[src/core/fbst_map.svh]
// Timing and level constants of the flyback switch timing and protection block
`ifndef FBST_MAP_SVH
`define FBST_MAP_SVH
// ----------------------------------------------------------------
// Clock
// ----------------------------------------------------------------
`define FBST_CLK_HZ       100000000
`define FBST_CLK_MHZ      100
// ----------------------------------------------------------------
// Times and their cycle counts
// ----------------------------------------------------------------
`define FBST_BLANK_NS     300
`define FBST_BLANK_CYC    ((`FBST_BLANK_NS * `FBST_CLK_MHZ + 999) / 1000)
`define FBST_TON_MAX_NS   12500
`define FBST_TON_MAX_CYC  ((`FBST_TON_MAX_NS * `FBST_CLK_MHZ) / 1000)
`define FBST_FMAX_HZ      95000
`define FBST_PER_MIN_CYC  ((`FBST_CLK_HZ + `FBST_FMAX_HZ - 1) / `FBST_FMAX_HZ)
`define FBST_SUPP_NS      2500
`define FBST_SUPP_CYC     ((`FBST_SUPP_NS * `FBST_CLK_MHZ) / 1000)
`define FBST_PLAT_NS      2500
`define FBST_PLAT_CYC     ((`FBST_PLAT_NS * `FBST_CLK_MHZ + 999) / 1000)
`define FBST_CCM_HZ       52000
`define FBST_CCM_PER_CYC  (`FBST_CLK_HZ / `FBST_CCM_HZ)
`define FBST_DITHER_PCT   5
`define FBST_DITHER_CYC   ((`FBST_CCM_PER_CYC * `FBST_DITHER_PCT) / 100)
`define FBST_OFF_MAX_NS   65000
`define FBST_OFF_MAX_CYC  ((`FBST_OFF_MAX_NS * `FBST_CLK_MHZ) / 1000)
`define FBST_OLP_MS       80
`define FBST_OLP_CYC      ((`FBST_CLK_HZ / 1000) * `FBST_OLP_MS)
`define FBST_SS_MS        4
`define FBST_SS_CYC       ((`FBST_CLK_HZ / 1000) * `FBST_SS_MS)
// ----------------------------------------------------------------
// Levels, counts and reset values
// ----------------------------------------------------------------
`define FBST_OCP_LO_MV    450
`define FBST_OCP_HI_MV    800
`define FBST_OVP_RUN      4
`define FBST_LFSR_SEED    7'h5a
`define FBST_SYNC_RST     10'h001
`endif

[src/core/fbst_pkg.sv]
// Types shared by the flyback switch timing and protection block
package fbst_pkg;
  // Switching cycle phases, Gray coded along idle-on-supp-off
  typedef enum logic [1:0] {
    FBST_IDLE = 2'b00,
    FBST_ON   = 2'b01,
    FBST_SUPP = 2'b11,
    FBST_OFF  = 2'b10
  } fbst_state_t;
  // Overcurrent threshold in millivolts
  typedef logic [9:0] fbst_mv_t;
endpackage

[src/core/fbst_if.sv]
// Signals between the cycle controller and its plateau and CCM helpers
`timescale 1ns/1ps
interface fbst_if (
  input wire logic clk, // Block clock
  input wire logic rst  // Asynchronous reset, high
);
  logic clr;           // Lockout clear of latched state
  logic cycle_start;   // Pulse: gate turns on
  logic flyback_start; // Pulse: on-phase ends normally
  logic plateau_high;  // Plateau above trip level
  logic ccm_mode;      // Fixed-frequency CCM selected
  logic ovp_fault;     // Latched over-voltage stop
  logic ccm_tick;      // CCM period elapsed
  logic slope_en;      // Slope compensation on
  modport top (output clr, cycle_start, flyback_start, plateau_high, ccm_mode,
               input ovp_fault, ccm_tick, slope_en);
  modport ovp (input clk, rst, clr, flyback_start, plateau_high, output ovp_fault);
  modport ccm (input clk, rst, clr, cycle_start, ccm_mode, output ccm_tick, slope_en);
endinterface

[src/core/fbst_ccm.sv]
// Fixed-frequency CCM period timer with frequency dithering
`timescale 1ns/1ps
`include "fbst_map.svh"
module fbst_ccm (
  fbst_if.ccm bus // Controller side
);
  import fbst_pkg::*;
  logic [6:0]  lfsr_q;
  logic [15:0] cnt_q;
  logic [15:0] tgt_q;
  logic        slope_q;
  logic [15:0] spread;
  // ----------------------------------------------------------------
  // Dither: pseudo-random spread inside the plus/minus band, never reaching either end (spread 1 to 2*D-1)
  // ----------------------------------------------------------------
  assign spread = 16'((32'(lfsr_q) * (2 * `FBST_DITHER_CYC + 1)) >> 7);
  // New period target and random step at each cycle start
  always_ff @(posedge bus.clk or posedge bus.rst) begin
    if (bus.rst) begin
      lfsr_q <= `FBST_LFSR_SEED;
      tgt_q  <= 16'(`FBST_CCM_PER_CYC);
    end else if (bus.cycle_start) begin
      lfsr_q <= {lfsr_q[5:0], lfsr_q[6] ^ lfsr_q[5]};
      tgt_q  <= 16'(`FBST_CCM_PER_CYC - `FBST_DITHER_CYC) + spread;
    end
  end
  // Period counter from the last cycle start, saturating
  always_ff @(posedge bus.clk or posedge bus.rst) begin
    if (bus.rst) begin
      cnt_q <= 16'h0000;
    end else if (bus.cycle_start) begin
      cnt_q <= 16'h0001;
    end else if (cnt_q != 16'hffff) begin
      cnt_q <= cnt_q + 16'h0001;
    end
  end
  // Slope compensation follows the mode
  always_ff @(posedge bus.clk or posedge bus.rst) begin
    if (bus.rst) begin
      slope_q <= 1'b0;
    end else begin
      slope_q <= bus.ccm_mode && !bus.clr;
    end
  end
  assign bus.ccm_tick = bus.ccm_mode && (cnt_q >= tgt_q);
  assign bus.slope_en = slope_q;

  AST_CCM_EXIT: assert property (@(posedge bus.clk) disable iff (bus.rst)
    !bus.ccm_mode |=> !slope_q)
    else $error("slope compensation stayed on outside CCM");
endmodule

[src/core/fbst_ovp.sv]
// Output over-voltage plateau sampler and successive-event counter
`timescale 1ns/1ps
`include "fbst_map.svh"
module fbst_ovp (
  fbst_if.ovp bus // Controller side
);
  import fbst_pkg::*;
  logic       armed_q;
  logic [7:0] dly_q;
  logic [2:0] run_q;
  logic       fault_q;
  logic       sample;
  // ----------------------------------------------------------------
  // Plateau delay
  // ----------------------------------------------------------------
  assign sample = armed_q && (dly_q == 8'(`FBST_PLAT_CYC - 1));
  // Delay runs from the start of each flyback phase
  always_ff @(posedge bus.clk or posedge bus.rst) begin
    if (bus.rst) begin
      armed_q <= 1'b0;
      dly_q   <= 8'h00;
    end else if (bus.flyback_start) begin
      armed_q <= 1'b1;
      dly_q   <= 8'h00;
    end else if (armed_q) begin
      armed_q <= !sample;
      dly_q   <= dly_q + 8'h01;
    end
  end
  // ----------------------------------------------------------------
  // Successive-event counter and latched fault
  // ----------------------------------------------------------------
  always_ff @(posedge bus.clk or posedge bus.rst) begin
    if (bus.rst) begin
      run_q <= 3'h0;
    end else if (bus.clr) begin
      run_q <= 3'h0;
    end else if (sample) begin
      run_q <= bus.plateau_high ? run_q + 3'h1 : 3'h0;
    end
  end
  // Fault holds until the lockout clear
  always_ff @(posedge bus.clk or posedge bus.rst) begin
    if (bus.rst) begin
      fault_q <= 1'b0;
    end else if (bus.clr) begin
      fault_q <= 1'b0;
    end else if (sample && bus.plateau_high && run_q == 3'(`FBST_OVP_RUN - 1)) begin
      fault_q <= 1'b1;
    end
  end
  assign bus.ovp_fault = fault_q;

  AST_OVP_TRIP: assert property (@(posedge bus.clk) disable iff (bus.rst)
    sample && bus.plateau_high && !bus.clr && run_q == 3'h3 |=> fault_q)
    else $error("fourth successive event did not latch the fault");
  AST_OVP_CLEAR: assert property (@(posedge bus.clk) disable iff (bus.rst)
    sample && !bus.plateau_high && !fault_q |=> run_q == 3'h0 && !fault_q)
    else $error("quiet cycle did not clear the event run");
  AST_OVP_HOLD: assert property (@(posedge bus.clk) disable iff (bus.rst)
    fault_q && !bus.clr |=> fault_q)
    else $error("fault dropped without lockout");
endmodule

[src/core/fbst_top.sv]
// Flyback switch timing and protection controller
//
// Overview of operation
// - Current-limit comparator ignored during leading-edge blanking window
// - On-phase never ends before blanking window elapsed unless inhibit forces idle; blanking is minimum on-time
// - Gate forced off after 12.5 us of on-time
// - New cycle no sooner than the 95 kHz period after previous start
// - Sense reaching feedback level turns gate off and starts suppression
// - Gate held off, turn-on refused during whole suppression interval
// - Suppression lasts 2.5 us; demag detection ignored meanwhile
// - Below 12.5 us on-time threshold rises linearly 0.45 V to 0.8 V
// - Past maximum on-time threshold held at 0.8 V
// - In fixed-frequency CCM, dither +/-5% around 52 kHz, slope compensation on
// - Leaving CCM stops dithering and slope compensation
// - Plateau sampled 2.5 us after start of each flyback phase
// - Plateau above 3.75 V counts an over-voltage event
// - Four successive over-voltage events latch fault, stop switching
// - A quiet cycle clears the event counter, no fault
// - Feedback open level over 80 ms stops gate pulses, auto-recovery
// - After overload stop, lockout restarts through soft start
// - Floating sense, feedback or demag input disables switching
// - Gate held low while supply below lockout turn-on level
// - Soft start ramps over 4 ms at power-on and each restart
`timescale 1ns/1ps
`include "fbst_map.svh"
module fbst_top #(
  parameter int unsigned OLP_CYC     = `FBST_OLP_CYC,    // Overload persistence
  parameter int unsigned SS_CYC      = `FBST_SS_CYC,     // Soft start ramp
  parameter int unsigned OFF_MAX_CYC = `FBST_OFF_MAX_CYC // Restart without valley
) (
  input  wire logic         CLK,           // 100 MHz clock
  input  wire logic         RESET,         // Asynchronous reset, high
  input  wire logic         LOCKOUT,       // Supply below turn-on level
  input  wire logic         CS_AT_FB,      // Sense reached feedback level
  input  wire logic         CS_AT_LIMIT,   // Sense reached OCP_THRESH
  input  wire logic         FB_OPEN,       // Feedback at open fault level
  input  wire logic         FLOAT_CS,      // Sense pin floating
  input  wire logic         FLOAT_FB,      // Feedback pin floating
  input  wire logic         FLOAT_DEM,     // Demag pin floating
  input  wire logic         DEMAG_VALLEY,  // Demag valley detected
  input  wire logic         PLATEAU_HIGH,  // Plateau above trip level
  input  wire logic         CCM_MODE,      // Fixed-frequency CCM selected
  output logic              GATE,          // Power switch gate drive
  output fbst_pkg::fbst_mv_t OCP_THRESH,   // Overcurrent threshold, mV
  output logic              SLOPE_COMP_EN, // Slope compensation on
  output logic              SS_ACTIVE,     // Soft start in progress
  output logic              FAULT_OVP,     // Over-voltage stop latched
  output logic              FAULT_OLP      // Overload stop latched
);
  import fbst_pkg::*;

  // ----------------------------------------------------------------
  // Declarations
  // ----------------------------------------------------------------
  logic [9:0]  pin_raw;
  logic [9:0]  sync1_q;
  logic [9:0]  sync2_q;
  logic        lock_s;
  logic        cs_fb_s;
  logic        cs_lim_s;
  logic        fb_open_s;
  logic        float_s;
  logic        valley_s;
  fbst_state_t state_q;
  fbst_state_t state_d;
  logic        gate_q;
  logic [10:0] on_cnt_q;
  logic [7:0]  supp_cnt_q;
  logic [31:0] per_q;
  logic [31:0] olp_cnt_q;
  logic        olp_q;
  logic [31:0] ss_cnt_q;
  logic        ss_act_q;
  fbst_mv_t    thr_q;
  fbst_mv_t    thr_time;
  fbst_mv_t    thr_soft;
  logic        inhibit;
  logic        blank_done;
  logic        ton_done;
  logic        on_end;
  logic        supp_done;
  logic        per_ok;
  logic        start_ok;
  logic        cycle_start;

  fbst_if bus (
    .clk (CLK),
    .rst (RESET)
  );

  // ----------------------------------------------------------------
  // Threshold interpolation between the low and high limits
  // ----------------------------------------------------------------
  function automatic fbst_mv_t fbst_lerp(input logic [31:0] elapsed, input logic [31:0] full);
    logic [31:0] span;
    span = 32'h0;
    if (elapsed >= full) begin
      return fbst_mv_t'(`FBST_OCP_HI_MV);
    end
    span = (elapsed * (`FBST_OCP_HI_MV - `FBST_OCP_LO_MV)) / full;
    return fbst_mv_t'(`FBST_OCP_LO_MV + span);
  endfunction

  // ----------------------------------------------------------------
  // Pin synchronisers
  // ----------------------------------------------------------------
  assign pin_raw = {CCM_MODE, PLATEAU_HIGH, DEMAG_VALLEY, FLOAT_DEM, FLOAT_FB,
                    FLOAT_CS, FB_OPEN, CS_AT_LIMIT, CS_AT_FB, LOCKOUT};

  // Two flops per pin; lockout reads as active in reset
  always_ff @(posedge CLK or posedge RESET) begin
    if (RESET) begin
      sync1_q <= `FBST_SYNC_RST;
      sync2_q <= `FBST_SYNC_RST;
    end else begin
      sync1_q <= pin_raw;
      sync2_q <= sync1_q;
    end
  end

  // Synchronised pin names
  assign lock_s    = sync2_q[0];
  assign cs_fb_s   = sync2_q[1];
  assign cs_lim_s  = sync2_q[2];
  assign fb_open_s = sync2_q[3];
  assign float_s   = |sync2_q[6:4];
  assign valley_s  = sync2_q[7];

  // Helper interface wiring
  assign bus.clr           = lock_s;
  assign bus.cycle_start   = cycle_start;
  assign bus.flyback_start = (state_q == FBST_ON) && (state_d == FBST_SUPP);
  assign bus.plateau_high  = sync2_q[8];
  assign bus.ccm_mode      = sync2_q[9];

  // ----------------------------------------------------------------
  // Helpers
  // ----------------------------------------------------------------
  fbst_ovp u_ovp (
    .bus (bus.ovp)
  );

  fbst_ccm u_ccm (
    .bus (bus.ccm)
  );

  // ----------------------------------------------------------------
  // Gate inhibit and cycle conditions
  // ----------------------------------------------------------------
  assign inhibit = lock_s | float_s | bus.ovp_fault | olp_q;

  // Comparators only count once blanking is over
  assign blank_done = on_cnt_q >= 11'(`FBST_BLANK_CYC);
  assign ton_done   = on_cnt_q >= 11'(`FBST_TON_MAX_CYC - 1);
  assign on_end     = ton_done || (blank_done && (cs_fb_s || cs_lim_s));
  assign supp_done  = supp_cnt_q == 8'(`FBST_SUPP_CYC - 1);
  assign per_ok     = per_q >= 32'(`FBST_PER_MIN_CYC);

  // Valley ends off-phase in QR; CCM uses its own period
  assign start_ok = per_ok && (bus.ccm_mode ? bus.ccm_tick
                                            : (valley_s || per_q >= OFF_MAX_CYC));
  assign cycle_start = (state_q != FBST_ON) && (state_d == FBST_ON);

  // ----------------------------------------------------------------
  // Cycle state machine
  // ----------------------------------------------------------------
  // Inhibit overrides every phase change
  always_comb begin
    state_d = state_q;
    if (inhibit) begin
      state_d = FBST_IDLE;
    end else begin
      unique case (state_q)
        FBST_IDLE: begin
          if (per_ok) begin
            state_d = FBST_ON;
          end
        end
        FBST_ON: begin
          if (on_end) begin
            state_d = FBST_SUPP;
          end
        end
        FBST_SUPP: begin
          if (supp_done) begin
            state_d = FBST_OFF;
          end
        end
        FBST_OFF: begin
          if (start_ok) begin
            state_d = FBST_ON;
          end
        end
      endcase
    end
  end

  // State register
  always_ff @(posedge CLK or posedge RESET) begin
    if (RESET) begin
      state_q <= FBST_IDLE;
    end else begin
      state_q <= state_d;
    end
  end

  // Gate follows the next state so it lines up with state_q
  always_ff @(posedge CLK or posedge RESET) begin
    if (RESET) begin
      gate_q <= 1'b0;
    end else begin
      gate_q <= (state_d == FBST_ON) && !inhibit;
    end
  end

  // ----------------------------------------------------------------
  // Phase timers
  // ----------------------------------------------------------------
  // On-time counter, zero in the first gate-high cycle
  always_ff @(posedge CLK or posedge RESET) begin
    if (RESET) begin
      on_cnt_q <= 11'h000;
    end else if (state_q == FBST_ON && state_d == FBST_ON) begin
      on_cnt_q <= on_cnt_q + 11'h001;
    end else begin
      on_cnt_q <= 11'h000;
    end
  end

  // Ringing suppression counter
  always_ff @(posedge CLK or posedge RESET) begin
    if (RESET) begin
      supp_cnt_q <= 8'h00;
    end else if (state_q == FBST_SUPP && !supp_done) begin
      supp_cnt_q <= supp_cnt_q + 8'h01;
    end else begin
      supp_cnt_q <= 8'h00;
    end
  end

  // Period since last cycle start, saturating
  always_ff @(posedge CLK or posedge RESET) begin
    if (RESET) begin
      per_q <= 32'h0;
    end else if (cycle_start) begin
      per_q <= 32'h1;
    end else if (per_q != 32'hffffffff) begin
      per_q <= per_q + 32'h1;
    end
  end

  // ----------------------------------------------------------------
  // Overload guard
  // ----------------------------------------------------------------
  // Persistence counter of the open feedback level
  always_ff @(posedge CLK or posedge RESET) begin
    if (RESET) begin
      olp_cnt_q <= 32'h0;
    end else if (!fb_open_s || lock_s || olp_q) begin
      olp_cnt_q <= 32'h0;
    end else begin
      olp_cnt_q <= olp_cnt_q + 32'h1;
    end
  end

  // Overload stop, cleared only by supply lockout
  always_ff @(posedge CLK or posedge RESET) begin
    if (RESET) begin
      olp_q <= 1'b0;
    end else if (lock_s) begin
      olp_q <= 1'b0;
    end else if (olp_cnt_q >= OLP_CYC) begin
      olp_q <= 1'b1;
    end
  end

  // ----------------------------------------------------------------
  // Soft start and threshold selection
  // ----------------------------------------------------------------
  // Ramp restarts after every lockout or fault stop
  always_ff @(posedge CLK or posedge RESET) begin
    if (RESET) begin
      ss_cnt_q <= 32'h0;
    end else if (lock_s || olp_q || bus.ovp_fault) begin
      ss_cnt_q <= 32'h0;
    end else if (ss_cnt_q < SS_CYC) begin
      ss_cnt_q <= ss_cnt_q + 32'h1;
    end
  end

  // Soft start flag
  always_ff @(posedge CLK or posedge RESET) begin
    if (RESET) begin
      ss_act_q <= 1'b1;
    end else begin
      ss_act_q <= ss_cnt_q < SS_CYC;
    end
  end

  // Time-based threshold clamps at the high limit
  assign thr_time = fbst_lerp(32'(on_cnt_q), 32'(`FBST_TON_MAX_CYC));
  assign thr_soft = fbst_lerp(ss_cnt_q, SS_CYC);

  // Lower of the on-time and soft-start thresholds
  always_ff @(posedge CLK or posedge RESET) begin
    if (RESET) begin
      thr_q <= fbst_mv_t'(`FBST_OCP_LO_MV);
    end else begin
      thr_q <= (thr_soft < thr_time) ? thr_soft : thr_time;
    end
  end

  // ----------------------------------------------------------------
  // Outputs
  // ----------------------------------------------------------------
  assign GATE          = gate_q;
  assign OCP_THRESH    = thr_q;
  assign SLOPE_COMP_EN = bus.slope_en;
  assign SS_ACTIVE     = ss_act_q;
  assign FAULT_OVP     = bus.ovp_fault;
  assign FAULT_OLP     = olp_q;

  // ----------------------------------------------------------------
  // Checks
  // ----------------------------------------------------------------
  AST_BLANK_HOLD: assert property (@(posedge CLK) disable iff (RESET)
    state_q == FBST_ON && !blank_done && !ton_done && !inhibit |=> state_q == FBST_ON)
    else $error("on-phase ended inside blanking window");
  AST_MIN_ON: assert property (@(posedge CLK) disable iff (RESET)
    $fell(GATE) && !$past(inhibit) |-> $past(on_cnt_q) >= 11'(`FBST_BLANK_CYC))
    else $error("gate pulse shorter than blanking window");
  AST_MAX_ON: assert property (@(posedge CLK) disable iff (RESET)
    state_q == FBST_ON |-> on_cnt_q < 11'(`FBST_TON_MAX_CYC))
    else $error("on-phase longer than maximum on-time");
  AST_MIN_PERIOD: assert property (@(posedge CLK) disable iff (RESET)
    cycle_start |-> per_q >= 32'(`FBST_PER_MIN_CYC))
    else $error("cycle started faster than frequency clamp");
  AST_FB_OFF: assert property (@(posedge CLK) disable iff (RESET)
    state_q == FBST_ON && blank_done && cs_fb_s && !inhibit |=> state_q == FBST_SUPP ##0 !GATE)
    else $error("feedback trip did not start suppression");
  AST_SUPP_OFF: assert property (@(posedge CLK) disable iff (RESET)
    state_q == FBST_SUPP |-> !GATE && !cycle_start)
    else $error("gate on during suppression");
  AST_SUPP_LEN: assert property (@(posedge CLK) disable iff (RESET)
    $fell(state_q == FBST_SUPP) && !$past(inhibit) |-> $past(supp_cnt_q) == 8'(`FBST_SUPP_CYC - 1))
    else $error("suppression length wrong");
  AST_THR_RANGE: assert property (@(posedge CLK) disable iff (RESET)
    OCP_THRESH >= 10'(`FBST_OCP_LO_MV) && OCP_THRESH <= 10'(`FBST_OCP_HI_MV))
    else $error("threshold outside its band");
  AST_THR_CLAMP: assert property (@(posedge CLK) disable iff (RESET)
    on_cnt_q >= 11'(`FBST_TON_MAX_CYC) |-> thr_time == 10'(`FBST_OCP_HI_MV))
    else $error("threshold not clamped at high limit");
  AST_OLP_STOP: assert property (@(posedge CLK) disable iff (RESET)
    olp_q |=> !GATE)
    else $error("gate pulsed after overload stop");
  AST_FLOAT: assert property (@(posedge CLK) disable iff (RESET)
    float_s |=> !GATE)
    else $error("gate pulsed with floating input");
  AST_LOCKOUT: assert property (@(posedge CLK) disable iff (RESET)
    lock_s |=> !GATE && !olp_q && !FAULT_OVP)
    else $error("lockout did not hold gate low and clear faults");
  AST_INHIBIT: assert property (@(posedge CLK) disable iff (RESET)
    inhibit |=> state_q == FBST_IDLE ##0 !GATE)
    else $error("inhibit did not override turn-on");
endmodule

[config.mk]
export PLATFORM = sky130hd
export DESIGN_NAME = fbst_top
export DESIGN_NICKNAME = d
export VERILOG_FILES = /design/src/core/fbst_pkg.sv /design/src/core/fbst_if.sv /design/src/core/fbst_ccm.sv /design/src/core/fbst_ovp.sv /design/src/core/fbst_top.sv
export VERILOG_INCLUDE_DIRS = /design/src /design/src/core
export SDC_FILE = /design/constraint.sdc
export NUM_CORES = 1
export LEC_CHECK = 0
export ABC_CLOCK_PERIOD_IN_PS = 43300
export BUFFER_PORTS_ARGS = -buffer_cell sky130_fd_sc_hd__buf_2
export CAP_MARGIN = 10
export CORE_MARGIN = 10
export CORE_UTILIZATION = 38
export CTS_CLUSTER_DIAMETER = 40
export DETAILED_ROUTE_END_ITERATION = 6
export GPL_ROUTABILITY_DRIVEN = 1
export PLACE_DENSITY_LB_ADDON = 0.2
export SETUP_SLACK_MARGIN = 0.2
export SLEW_MARGIN = 20
export SYNTH_ARGS = -nofsm -noshare
export SYNTH_HDL_FRONTEND = slang
export SYNTH_SLANG_ARGS = --single-unit
[constraint.sdc]
create_clock -name CLK -period 43.3 [get_ports CLK]
set_input_delay 8.66 -clock CLK [delete_from_list [all_inputs] [get_ports CLK]]
set_output_delay 8.66 -clock CLK [all_outputs]
set_load 0.05 [all_outputs]
==> load_flow_metrics.sql, run 1 <==
INSERT INTO impl_metrics (metric_group, metric, value, unit) VALUES
('die', 'floorplan.initialDensity', '38.2', '%'),
('timing', 'setup-tns-final', '0', 'ns'),
('clock_tree', 'post_cts_buffers', '0', ''),
('yosys', 'synthArstFlopShare', '100', '%'),
('critical_path', 'crit_type', 'reg -> reg', ''),
('clock_tree', 'clkSlewWorstSetupHoldPaths', '0.08', 'ns'),
('yosys', 'top_area_cells_in_the_synthesized_netlist', 'sky130_fd_sc_hd__dfrtp_1 16%, sky130_fd_sc_hd__ha_1 10%, sky130_fd_sc_hd__fa_1 9.5%, sky130_fd_sc_hd__xnor2_1 6.4%, sky130_fd_sc_hd__nor2_1 5.3%', ''),
('die', 'die-width', '293', 'µm'),
('yosys', 'post_synthesis_sequential_element_count', '199', ''),
('critical_path', 'critPathRequiredTime', '43.64', 'ns'),
('critical_path', 'cp_slowest_stage_delay', '0.92', 'ns'),
('timing', 'timing.slew.headroom', '27.6', '%'),
('job', 'maxCapViolations', '0', ''),
('worst_hold_path', 'min_path_type', 'reg -> reg', ''),
('timing', 'finalWorstSetupSlack', '19.85', 'ns'),
('yosys', 'mappedNetlistNets', '3921', ''),
('cells_and_area', 'fin_util', '40.5', '%'),
('timing', 'final_min_period_over_clock_period', '54.1', '%'),
('yosys', 'syn_avg_cell_area', '8.00', 'µm²'),
('route', 'viasPerCell', '5.62', ''),
('cells_and_area', 'post_route_cells_drive_above_1_share', '6.62', '%'),
('yosys', 'yosysTopAreaCell', 'sky130_fd_sc_hd__dfrtp_1', ''),
('yosys', 'post-synth-top-area-fraction', '16.1', '%'),
('pwr', 'combPwrFrac', '5.6', '%'),
('yosys', 'synthesis.area', '0.0284', 'mm²'),
('timing', 'timing.final.crit_period', '23.45', 'ns'),
('clock_tree', 'cts_buffers', '17', ''),
('yosys', 'post_synth_edffs', '0', ''),
('clock_tree', 'cts_max_path_buffers', '2', ''),
('critical_path', 'critical_path_slowest_stage_cell', 'sky130_fd_sc_hd__xnor2_1', ''),
('critical_path', 'cp-end-kind', 'flip-flop', ''),
('yosys', 'synth.yosys.warnings', '0', ''),
('placement', 'dp_hpwl', '58800', 'µm'),
('die', 'row_count', '100', ''),
('cells_and_area', 'syn2layout_area_growth', '6.08', '%'),
('pwr', 'total_power', '373', 'µW'),
('pwr', 'p_sw_share', '26.4', '%'),
('route', 'detailroute.via_count', '25200', ''),
('pwr', 'pwr-share-clk', '43.9', '%'),
('timing', 'report.final.hold_viol_count', '0', ''),
('pwr', 'power_density', '12.4', 'mW/mm²'),
('pwr', 'internal_power', '274', 'µW'),
('die', 'die_h', '293', 'µm'),
('timing', 'finClkSkew', '0.0237', 'ns'),
('pwr', 'pwr-share-seq', '50.5', '%'),
('pwr', 'total_leakage_power', '0.0133', 'µW'),
('run_status', 'result_of_the_run', 'complete, no violations', ''),
('global_route', 'grt-ovfl-total', '0', ''),
('yosys', 'synth.yosys.seq_area_share', '17.6', '%'),
('clock_tree', 'clkSinkCount', '199', ''),
('global_route', 'grt_antenna_before_repair', '0', ''),
('placement', 'routabilityCongestion', '0.887', ''),
('pwr', 'peak_supply_drop', '0.0000190', 'V'),
('cells_and_area', 'antenna_cells_inserted', '0', ''),
('global_route', 'wire_length_of_the_first_global_routing_pass', '124000', 'µm'),
('timing', 'worstMarginPinSlew', '1.08', 'ns'),
('pwr', 'switchingPower', '98.4', 'µW'),
('timing', 'report.final.setup_viol', '0', ''),
('timing', 'report.final.slew_viol_count', '0', ''),
('global_route', 'grt_pass1_vias', '24300', ''),
('clock_tree', 'clock_root_buffer', 'sky130_fd_sc_hd__clkbuf_16', ''),
('critical_path', 'cp-startpoint', 'ss_cnt_q[13]', ''),
('global_route', 'grt_usage', '16.8', '%'),
('clock_tree', 'holdBufCountCts', '0', ''),
('die', 'die_outline_area', '0.0860', 'mm²'),
('placement', 'port_buffers', '26', ''),
('route', 'postRouteWirelength', '74000', 'µm'),
('route', 'routedWlPerCell', '16.5', 'µm'),
('route', 'drt_pre_antenna_iters', '6', ''),
('yosys', 'synth_flop_cell', 'sky130_fd_sc_hd__dfrtp_1', ''),
('critical_path', 'start_kind', 'flip-flop', '');
-- flip-flops by register name, indices dropped and copies added, names as in the netlist, 2 cells and up --
| name | cells |
|---|---|
| olp_cnt_q | 32 |
| per_q | 32 |
| ss_cnt_q | 32 |
| u_ccm.cnt_q | 16 |
| u_ccm.tgt_q | 12 |
| on_cnt_q | 11 |
| OCP_THRESH | 10 |
| sync1_q | 10 |
| sync2_q | 10 |
| supp_cnt_q | 8 |
| u_ovp.dly_q | 8 |
| u_ccm.lfsr_q | 7 |
| u_ovp.run_q | 3 |
| state_q | 2 |
-- cell families (layout without fill, tap and decap cells) --
| kind of cell | after synthesis | after routing | synth area share, % |
|---|---|---|---|
| simple gates | 1264 | 1264 | 21.8 |
| compound gates | 870 | 870 | 22.1 |
| buf+inv | 455 | 433 | 6.16 |
| fa+ha+maj | 373 | 373 | 19.9 |
| xor+xnor | 304 | 304 | 9.46 |
| flops | 199 | 199 | 17.6 |
| mux | 79 | 79 | 2.99 |
-- layer usage --
layer / vias to the layer above / global-route usage (%) / routed length [µm]
li1: 12600 / - / -
met1: 12000 / 23.6 / 36300
met2: 503 / 27.9 / 34400
met3: 69 / 1.30 / 2200
met4: 0 / 3.48 / 1170
met5: - / 0 / 0
-- final cells by class --
cell class	count	area (µm²)
multi-input combinational	2890	21600
tap	969	1210
timing repair buffer	49	303
clock inverter	12	150
clock buffer	20	457
inverter	352	1330
sequential	199	5000
fill	7620	44100
-- power groups by stage --
stage | clock network, µW | logic [µW] | registers (µW)
2_1_floorplan | 0 | 15.1 | 192
3_3_place_gp | 0 | 21.1 | 192
3_5_place_dp | 0 | 21.1 | 192
4_1_cts | 169 | 21.3 | 188
5_1_grt | 177 | 24.4 | 189
6_report | 163 | 20.8 | 188
-- cell usage after synthesis (all sizes together), types with 17 or more instances --
cell type	count
dfrtp	182
nor4	41
nand4	50
fa	134
xnor2	207
a211oi	49
nor2b	18
ha	231
and3	52
o21a	24
nor2	401
inv	352
o211ai	38
xor2	96
o21ai	168
mux2i	47
and2	40
nand3	135
mux2	32
or2	26
buf	26
o31ai	27
or3	29
a21oi	179
nor3	111
nand2b	25
a21o	38
o21bai	19
a31oi	65
clkbuf	77
a311oi	19
nand2	273
o22ai	21
dfstp	17
-- worst paths after layout --
kind | endpoint | slack [ns] | depth (start not counted)
setup / recovery | OCP_THRESH[5] | 19.85 | 69
hold / removal | sync2_q[5] | 0.35 | 0
setup reg to reg | OCP_THRESH[5] | 19.85 | 69
hold reg to reg | sync2_q[5] | 0.35 | 0
max in group asynchronous | olp_cnt_q[2] | 33.11 | 4
min in group asynchronous | supp_cnt_q[3] | 8.23 | 2
-- critical path, delay by kind of cell, from the launching register on --
kind | cells | cell delay, ns
buf+inv | 7 | 0.89
compound gates | 28 | 9.25
mux | 4 | 1.53
xor+xnor | 5 | 3.03
flops | 1 | 0.53
fa+ha+maj | 7 | 2.76
simple gates | 18 | 5.36
-- per-stage QoR --
stage | area, µm² | std cells | hold slack (ns)
4_1_cts | 30100 | 4491 | 0.356
6_report | 30100 | 4491 | 0.352
5_1_grt | 30100 | 4491 | 0.363
2_1_floorplan | 28400 | 3544 | 0.331
3_3_place_gp | 29500 | 4459 | 0.333
3_5_place_dp | 29500 | 4459 | 0.339
-- cells in the final DEF, fill, tap and decap left out, types with 17 or more instances in the layout --
| cell type | count |
|---|---|
| sky130_fd_sc_hd__a211oi_1 | 43 |
| sky130_fd_sc_hd__a21o_1 | 38 |
| sky130_fd_sc_hd__a21oi_1 | 175 |
| sky130_fd_sc_hd__a31oi_1 | 64 |
| sky130_fd_sc_hd__and2_1 | 40 |
| sky130_fd_sc_hd__and3_1 | 51 |
| sky130_fd_sc_hd__buf_2 | 26 |
| sky130_fd_sc_hd__buf_4 | 23 |
| sky130_fd_sc_hd__clkbuf_16 | 17 |
| sky130_fd_sc_hd__dfrtp_1 | 182 |
| sky130_fd_sc_hd__dfstp_2 | 17 |
| sky130_fd_sc_hd__fa_1 | 134 |
| sky130_fd_sc_hd__ha_1 | 231 |
| sky130_fd_sc_hd__inv_1 | 351 |
| sky130_fd_sc_hd__mux2_2 | 31 |
| sky130_fd_sc_hd__mux2i_1 | 46 |
| sky130_fd_sc_hd__nand2_1 | 271 |
| sky130_fd_sc_hd__nand2b_1 | 25 |
| sky130_fd_sc_hd__nand3_1 | 135 |
| sky130_fd_sc_hd__nand4_1 | 50 |
| sky130_fd_sc_hd__nor2_1 | 396 |
| sky130_fd_sc_hd__nor2b_1 | 18 |
| sky130_fd_sc_hd__nor3_1 | 107 |
| sky130_fd_sc_hd__nor4_1 | 38 |
| sky130_fd_sc_hd__o211ai_1 | 35 |
| sky130_fd_sc_hd__o21a_1 | 24 |
| sky130_fd_sc_hd__o21ai_0 | 145 |
| sky130_fd_sc_hd__o21ai_1 | 19 |
| sky130_fd_sc_hd__o21bai_1 | 17 |
| sky130_fd_sc_hd__o22ai_1 | 21 |
| sky130_fd_sc_hd__o31ai_1 | 27 |
| sky130_fd_sc_hd__or2_2 | 23 |
| sky130_fd_sc_hd__or3_1 | 27 |
| sky130_fd_sc_hd__xnor2_1 | 207 |
| sky130_fd_sc_hd__xor2_1 | 95 |
Note: power is estimated with default switching activity, not from simulation.
==> inputs of run 2 (changes only) <==
--- a/config.mk
+++ b/config.mk
@@ -6,7 +6,7 @@
 export SDC_FILE = /design/constraint.sdc
 export NUM_CORES = 1
 export LEC_CHECK = 0
-export ABC_CLOCK_PERIOD_IN_PS = 43300
+export ABC_CLOCK_PERIOD_IN_PS = 24300
 export BUFFER_PORTS_ARGS = -buffer_cell sky130_fd_sc_hd__buf_2
 export CAP_MARGIN = 10
 export CORE_MARGIN = 10
==> constraint.sdc (replaced) <==
create_clock -name CLK -period 24.3 [get_ports CLK]
set_input_delay 4.86 -clock CLK [delete_from_list [all_inputs] [get_ports CLK]]
set_output_delay 4.86 -clock CLK [all_outputs]
set_load 0.05 [all_outputs]
==> load_flow_metrics.sql, run 2 (same netlist as run 1, synthesis figures left out) <==
INSERT INTO impl_metrics (metric_group, metric, value, unit) VALUES
('run_status', 'result_of_the_run', 'complete, no violations', ''),
('critical_path', 'cp-end-kind', 'flip-flop', ''),
('timing', 'report.final.hold_viol_count', '0', ''),
('die', 'die-width', '293', 'µm'),
('cells_and_area', 'antenna_cells_inserted', '0', ''),
('timing', 'rsz0062_at_grt', 'no', ''),
('timing', 'timing.final.crit_period', '22.56', 'ns'),
('timing', 'final_min_period_over_clock_period', '92.8', '%'),
('clock_tree', 'clkSlewWorstSetupHoldPaths', '0.09', 'ns'),
('clock_tree', 'clock_root_buffer', 'sky130_fd_sc_hd__clkbuf_16', ''),
('cells_and_area', 'post_route_cells_drive_above_1_share', '6.84', '%'),
('critical_path', 'cp_slowest_stage_delay', '0.75', 'ns'),
('global_route', 'grt_pass1_vias', '24200', ''),
('timing', 'timing.slew.headroom', '25.8', '%'),
('placement', 'dp_hpwl', '59500', 'µm'),
('critical_path', 'crit_type', 'reg -> reg', ''),
('pwr', 'power_density', '22.8', 'mW/mm²'),
('clock_tree', 'clkSinkCount', '199', ''),
('route', 'ant_nets', '0', ''),
('critical_path', 'worst_path_most_repeated_cell', 'sky130_fd_sc_hd__inv_1', ''),
('clock_tree', 'cts_tree', 'done', ''),
('cells_and_area', 'final_common_cell', 'sky130_fd_sc_hd__nor2_1', ''),
('die', 'top_level_ports', '27', ''),
('job', 'maxCapViolations', '0', ''),
('global_route', 'grt_antenna_before_repair', '0', ''),
('die', 'die_outline_area', '0.0860', 'mm²'),
('die', 'die_h', '293', 'µm'),
('global_route', 'grt_usage', '16.9', '%'),
('route', 'routedWlPerCell', '16.6', 'µm'),
('clock_tree', 'holdBufCountCts', '0', ''),
('placement', 'routabilityCongestion', '0.874', ''),
('die', 'floorplan.initialDensity', '38.2', '%'),
('route', 'viasPerCell', '5.61', ''),
('pwr', 'switchingPower', '195', 'µW'),
('cells_and_area', 'nNetsFinal', '3886', ''),
('clock_tree', 'post_cts.resized_instances', '0', ''),
('critical_path', 'critical_path_slowest_stage_cell', 'sky130_fd_sc_hd__a21boi_1', ''),
('timing', 'report.final.slew_viol_count', '0', ''),
('global_route', 'maximum_number_of_pins_on_one_net_before_global_route_repair', '90', ''),
('global_route', 'grt-ovfl-total', '0', ''),
('placement', 'dp_worst_setup_slack', '1.61', 'ns'),
('worst_hold_path', 'min_path_type', 'reg -> reg', ''),
('route', 'postRouteWirelength', '74300', 'µm'),
('timing', 'worstMarginPinSlew', '1.11', 'ns'),
('route', 'detailroute.via_count', '25200', ''),
('clock_tree', 'insertion_delay_of_the_later_clocked_pin_in_the_worst_skew_pair', '0.47', 'ns'),
('critical_path', 'critical_path_arrival', '22.91', 'ns'),
('timing', 'setup-tns-final', '0', 'ns'),
('pwr', 'total_leakage_power', '0.0133', 'µW'),
('clock_tree', 'h-tree-depth', '4', ''),
('pwr', 'p_sw_share', '28.4', '%'),
('die', 'row_count', '100', ''),
('pwr', 'pwr-share-clk', '45.7', '%'),
('critical_path', 'cp_num_buf_inv', '10', ''),
('timing', 'max_freq', '0.0443', 'GHz'),
('placement', 'port_buffers', '26', ''),
('cells_and_area', 'most-common-layout-cells', '395 x sky130_fd_sc_hd__nor2_1, 351 x sky130_fd_sc_hd__inv_1, 271 x sky130_fd_sc_hd__nand2_1', ''),
('timing', 'finClkSkew', '0.0226', 'ns'),
('critical_path', 'critPathRequiredTime', '24.65', 'ns'),
('timing', 'finalWorstSetupSlack', '1.74', 'ns'),
('critical_path', 'cp_max_fanout', '21', ''),
('clock_tree', 'cts_max_path_buffers', '2', ''),
('clock_tree', 'post_cts_buffers', '0', ''),
('critical_path', 'start_kind', 'flip-flop', ''),
('route', 'dr.first_iter.drc_count', '1738', ''),
('pwr', 'internal_power', '492', 'µW'),
('pwr', 'pwr-share-seq', '48.8', '%'),
('pwr', 'peak_supply_drop', '0.0000382', 'V'),
('die', 'core-area', '0.0742', 'mm²'),
('clock_tree', 'cts_buffers', '17', ''),
('cells_and_area', 'syn2layout_area_growth', '6.35', '%'),
('route', 'post_detailed_route_drc_marker_count', '0', ''),
('global_route', 'wire_length_of_the_first_global_routing_pass', '124000', 'µm'),
('route', 'drt_pre_antenna_iters', '6', ''),
('timing', 'report.final.setup_viol', '0', ''),
('critical_path', 'critical_path.top_delay_family', 'compound AO/OA/AOI/OAI gates', ''),
('cells_and_area', 'top_regs', 'olp_cnt_q x32, per_q x32, ss_cnt_q x32', ''),
('pwr', 'combPwrFrac', '5.4', '%');
-- run 2: changes by cell type in the layout (fill, tap and decap cells not counted), sizes merged --
cell    delta
clkbuf     -3
clkinv     -1
inv        +4
-- run 2: stage by stage --
step                      cells  util [%]  power [µW]  cell area, µm²  hold WS (ns)
after detailed placement   4459      39.7         380           29500         0.336
after CTS                  4491      40.6         697           30100         0.354
after global routing       4491      40.6         715           30200         0.352
after global placement     4459      39.7         380           29500         0.331
after floorplan            3544         -         368           28400         0.331
final                      4491      40.6         687           30200         0.350
-- run 2: worst paths after layout --
check,startpoint,slack (ns),cells past startpoint,endpoint
worst max-delay path,ss_cnt_q[3],1.74,70,OCP_THRESH[5]
worst min-delay path,sync1_q[7],0.35,0,sync2_q[7]
worst max register to register,ss_cnt_q[3],1.74,70,OCP_THRESH[5]
worst min register to register,sync1_q[7],0.35,0,sync2_q[7]
max in group asynchronous,RESET,18.57,3,u_ovp.dly_q[2]
min in group asynchronous,RESET,4.46,2,on_cnt_q[10]
-- run 2: area by class of cell --
class | count | area (µm²)
fillers | 7614 | 44000
multi-input cells | 2890 | 21700
flip-flops and latches | 199 | 5000
inverters | 352 | 1330
well taps | 969 | 1210
clock buffers | 17 | 425
repair buffers | 49 | 303
clock inverters | 15 | 231
-- run 2: power by group through the flow --
stage / clock [µW] / sequential [µW] / combinational, µW
floorplan: 0 / 342 / 26.9
global placement: 0 / 342 / 38.1
detailed placement: 0 / 342 / 37.7
CTS: 323 / 336 / 38.1
global route: 336 / 336 / 43.0
finish: 314 / 336 / 37.4
-- run 2: per-layer routing --
layer	part of all wire, %	global-route usage (%)
met1	49	23.3
met2	47	28.1
met3	3.1	1.70
met4	1.6	3.68
met5	0	0
-- run 2: worst reg2reg max path: cells and delay by family, from the launching register on --
family	cells	cell delay [ns]
compound gates	28	10.12
simple gates	18	5.62
fa+ha+maj	7	2.86
xor+xnor	5	1.37
buf+inv	10	1.24
mux	2	0.74
flops	1	0.48
==> inputs of run 3 (changes only) <==
--- a/config.mk
+++ b/config.mk
@@ -6,7 +6,7 @@
 export SDC_FILE = /design/constraint.sdc
 export NUM_CORES = 1
 export LEC_CHECK = 0
-export ABC_CLOCK_PERIOD_IN_PS = 24300
+export ABC_CLOCK_PERIOD_IN_PS = 23900
 export BUFFER_PORTS_ARGS = -buffer_cell sky130_fd_sc_hd__buf_2
 export CAP_MARGIN = 10
 export CORE_MARGIN = 10
==> constraint.sdc (replaced) <==
create_clock -name CLK -period 23.9 [get_ports CLK]
set_input_delay 4.78 -clock CLK [delete_from_list [all_inputs] [get_ports CLK]]
set_output_delay 4.78 -clock CLK [all_outputs]
set_load 0.05 [all_outputs]
==> load_flow_metrics.sql, run 3 (same netlist as run 1, synthesis figures left out) <==
INSERT INTO impl_metrics (metric_group, metric, value, unit) VALUES
('route', 'routedWlPerCell', '16.6', 'µm'),
('timing', 'final_min_period_over_clock_period', '92.6', '%'),
('placement', 'place_area', '0.0295', 'mm²'),
('placement', 'dp_worst_setup_slack', '1.39', 'ns'),
('global_route', 'grt_antenna_before_repair', '0', ''),
('clock_tree', 'cts_tree', 'done', ''),
('cells_and_area', 'antenna_cells_inserted', '0', ''),
('die', 'core-area', '0.0742', 'mm²'),
('critical_path', 'cp_num_buf_inv', '9', ''),
('clock_tree', 'clkSinkCount', '199', ''),
('cells_and_area', 'design_area', '0.0302', 'mm²'),
('critical_path', 'start_kind', 'flip-flop', ''),
('global_route', 'grt_pass1_vias', '24600', ''),
('worst_hold_path', 'holdCritStartpoint', 'sync1_q[0]', ''),
('timing', 'rsz0062_at_grt', 'no', ''),
('route', 'detailroute.via_count', '25400', ''),
('clock_tree', 'post_cts_buffers', '0', ''),
('pwr', 'peak_supply_drop', '0.0000446', 'V'),
('critical_path', 'cp-end-kind', 'flip-flop', ''),
('route', 'ant_nets', '0', ''),
('clock_tree', 'h-tree-depth', '4', ''),
('route', 'dr.first_iter.drc_count', '1581', ''),
('critical_path', 'critical_path_arrival', '22.49', 'ns'),
('die', 'die_h', '293', 'µm'),
('critical_path', 'regToRegStartpoint', 'ss_cnt_q[10]', ''),
('clock_tree', 'holdBufCountCts', '0', ''),
('cells_and_area', 'most-common-layout-cells', '396 x sky130_fd_sc_hd__nor2_1, 351 x sky130_fd_sc_hd__inv_1, 271 x sky130_fd_sc_hd__nand2_1', ''),
('global_route', 'grt-ovfl-total', '0', ''),
('global_route', 'maximum_number_of_pins_on_one_net_before_global_route_repair', '109', ''),
('die', 'die_outline_area', '0.0860', 'mm²'),
('cells_and_area', 'final_common_cell', 'sky130_fd_sc_hd__nor2_1', ''),
('route', 'viasPerCell', '5.64', ''),
('critical_path', 'worst_path_most_repeated_cell', 'sky130_fd_sc_hd__a21oi_1', ''),
('clock_tree', 'cts_max_path_buffers', '2', ''),
('job', 'maxCapViolations', '0', ''),
('worst_hold_path', 'hold_path_end', 'sync2_q[0]', ''),
('clock_tree', 'clock_root_buffer', 'sky130_fd_sc_hd__clkbuf_16', ''),
('critical_path', 'cp_slowest_stage_delay', '0.61', 'ns'),
('timing', 'timing.slew.headroom', '34.2', '%'),
('route', 'postRouteWirelength', '74500', 'µm'),
('timing', 'report.final.slew_viol_count', '0', ''),
('cells_and_area', 'post_route_cells_drive_above_1_share', '6.97', '%'),
('clock_tree', 'clkSlewWorstSetupHoldPaths', '0.08', 'ns'),
('timing', 'finalWorstSetupSlack', '1.76', 'ns'),
('timing', 'setup-tns-final', '0', 'ns'),
('clock_tree', 'insertion_delay_of_the_later_clocked_pin_in_the_worst_skew_pair', '0.47', 'ns'),
('placement', 'port_buffers', '26', ''),
('route', 'post_detailed_route_drc_marker_count', '0', ''),
('clock_tree', 'post_cts.resized_instances', '0', ''),
('die', 'die-width', '293', 'µm'),
('critical_path', 'critPathRequiredTime', '24.24', 'ns'),
('cells_and_area', 'nNetsFinal', '3891', ''),
('timing', 'worstMarginPinSlew', '0.984', 'ns'),
('cells_and_area', 'syn2layout_area_growth', '6.37', '%'),
('critical_path', 'crit-reg2reg-capture', 'OCP_THRESH[5]', ''),
('pwr', 'total_leakage_power', '0.0133', 'µW'),
('die', 'row_count', '100', ''),
('timing', 'report.final.hold_viol_count', '0', ''),
('critical_path', 'crit_type', 'reg -> reg', ''),
('clock_tree', 'cts_buffers', '17', ''),
('global_route', 'grt_usage', '17.1', '%'),
('critical_path', 'cp_max_fanout', '21', ''),
('route', 'drt_pre_antenna_iters', '5', ''),
('timing', 'timing.final.crit_period', '22.14', 'ns'),
('worst_hold_path', 'min_path_type', 'reg -> reg', ''),
('critical_path', 'critical_path.top_delay_family', 'compound AO/OA/AOI/OAI gates', ''),
('run_status', 'result_of_the_run', 'complete, no violations', ''),
('die', 'top_level_ports', '27', ''),
('timing', 'max_freq', '0.0452', 'GHz'),
('worst_hold_path', 'min_path_cells', '0', ''),
('global_route', 'wire_length_of_the_first_global_routing_pass', '126000', 'µm'),
('placement', 'routabilityCongestion', '0.862', ''),
('cells_and_area', 'nFillCells', '7634', ''),
('timing', 'finClkSkew', '0.0292', 'ns'),
('pwr', 'power_density', '22.6', 'mW/mm²'),
('critical_path', 'register_to_register_path_depth', '71', ''),
('timing', 'report.final.setup_viol', '0', ''),
('placement', 'dp_hpwl', '59600', 'µm'),
('critical_path', 'ff2ff_setup_slack', '1.76', 'ns'),
('die', 'floorplan.initialDensity', '38.2', '%'),
('cells_and_area', 'top_regs', 'olp_cnt_q x32, per_q x32, ss_cnt_q x32', ''),
('critical_path', 'critical_path_slowest_stage_cell', 'sky130_fd_sc_hd__or4_1', '');
==> run 3: cell types whose count changed in the layout (fill, tap and decap cells not counted), sizes merged <==
cell	before	now
bufinv	0	1
clkbuf	17	19
inv	363	360
buf	49	54
==> run 3: cell type report <==
cell class / count / area [µm²] / share of cell area, %
Clock inverter: 13 / 175 / 0.581
Multi-Input combinational cell: 2890 / 21700 / 71.9
Timing Repair Buffer: 54 / 340 / 1.13
Tap cell: 969 / 1210 / 4.02
Sequential cell: 199 / 5000 / 16.6
Inverter: 352 / 1330 / 4.41
Clock buffer: 19 / 433 / 1.44
==> run 3: per-stage QoR <==
| stage | power (µW) | utilization [%] | instances | hold WS, ns |
|---|---|---|---|---|
| floorplan | 375 | - | 3544 | 0.331 |
| global placement | 386 | 39.8 | 4464 | 0.335 |
| detailed placement | 386 | 39.8 | 4464 | 0.335 |
| CTS | 693 | 40.6 | 4496 | 0.347 |
| global route | 711 | 40.7 | 4496 | 0.353 |
| finish | 681 | 40.7 | 4496 | 0.348 |
==> run 3: how the worst max path moves through the flow <==
stage,depth (start not counted),endpoint,slack (ns),startpoint
floorplan,76,OCP_THRESH[5],4.99,ss_cnt_q[3]
global placement,70,OCP_THRESH[5],1.69,ss_cnt_q[13]
detailed placement,69,OCP_THRESH[5],1.39,ss_cnt_q[9]
CTS,69,OCP_THRESH[5],1.32,ss_cnt_q[9]
global route,75,OCP_THRESH[5],0.26,ss_cnt_q[3]
finish,71,OCP_THRESH[5],1.76,ss_cnt_q[10]
==> run 3: metal layers <==
metal | GRT usage (%) | share of wire, % | vias to the layer above
li1 | - | - | 12600
met3 | 1.32 | 2.8 | 59
met5 | 0 | 0 | -
met4 | 3.09 | 1.2 | 0
met1 | 23.9 | 49 | 12200
met2 | 28.6 | 47 | 470
==> run 3: power by group <==
group / internal (µW) / switching [µW]
sequential: 339 / 2.16
clock: 152 / 150
combinational: 11.1 / 27.0
total: 502 / 179
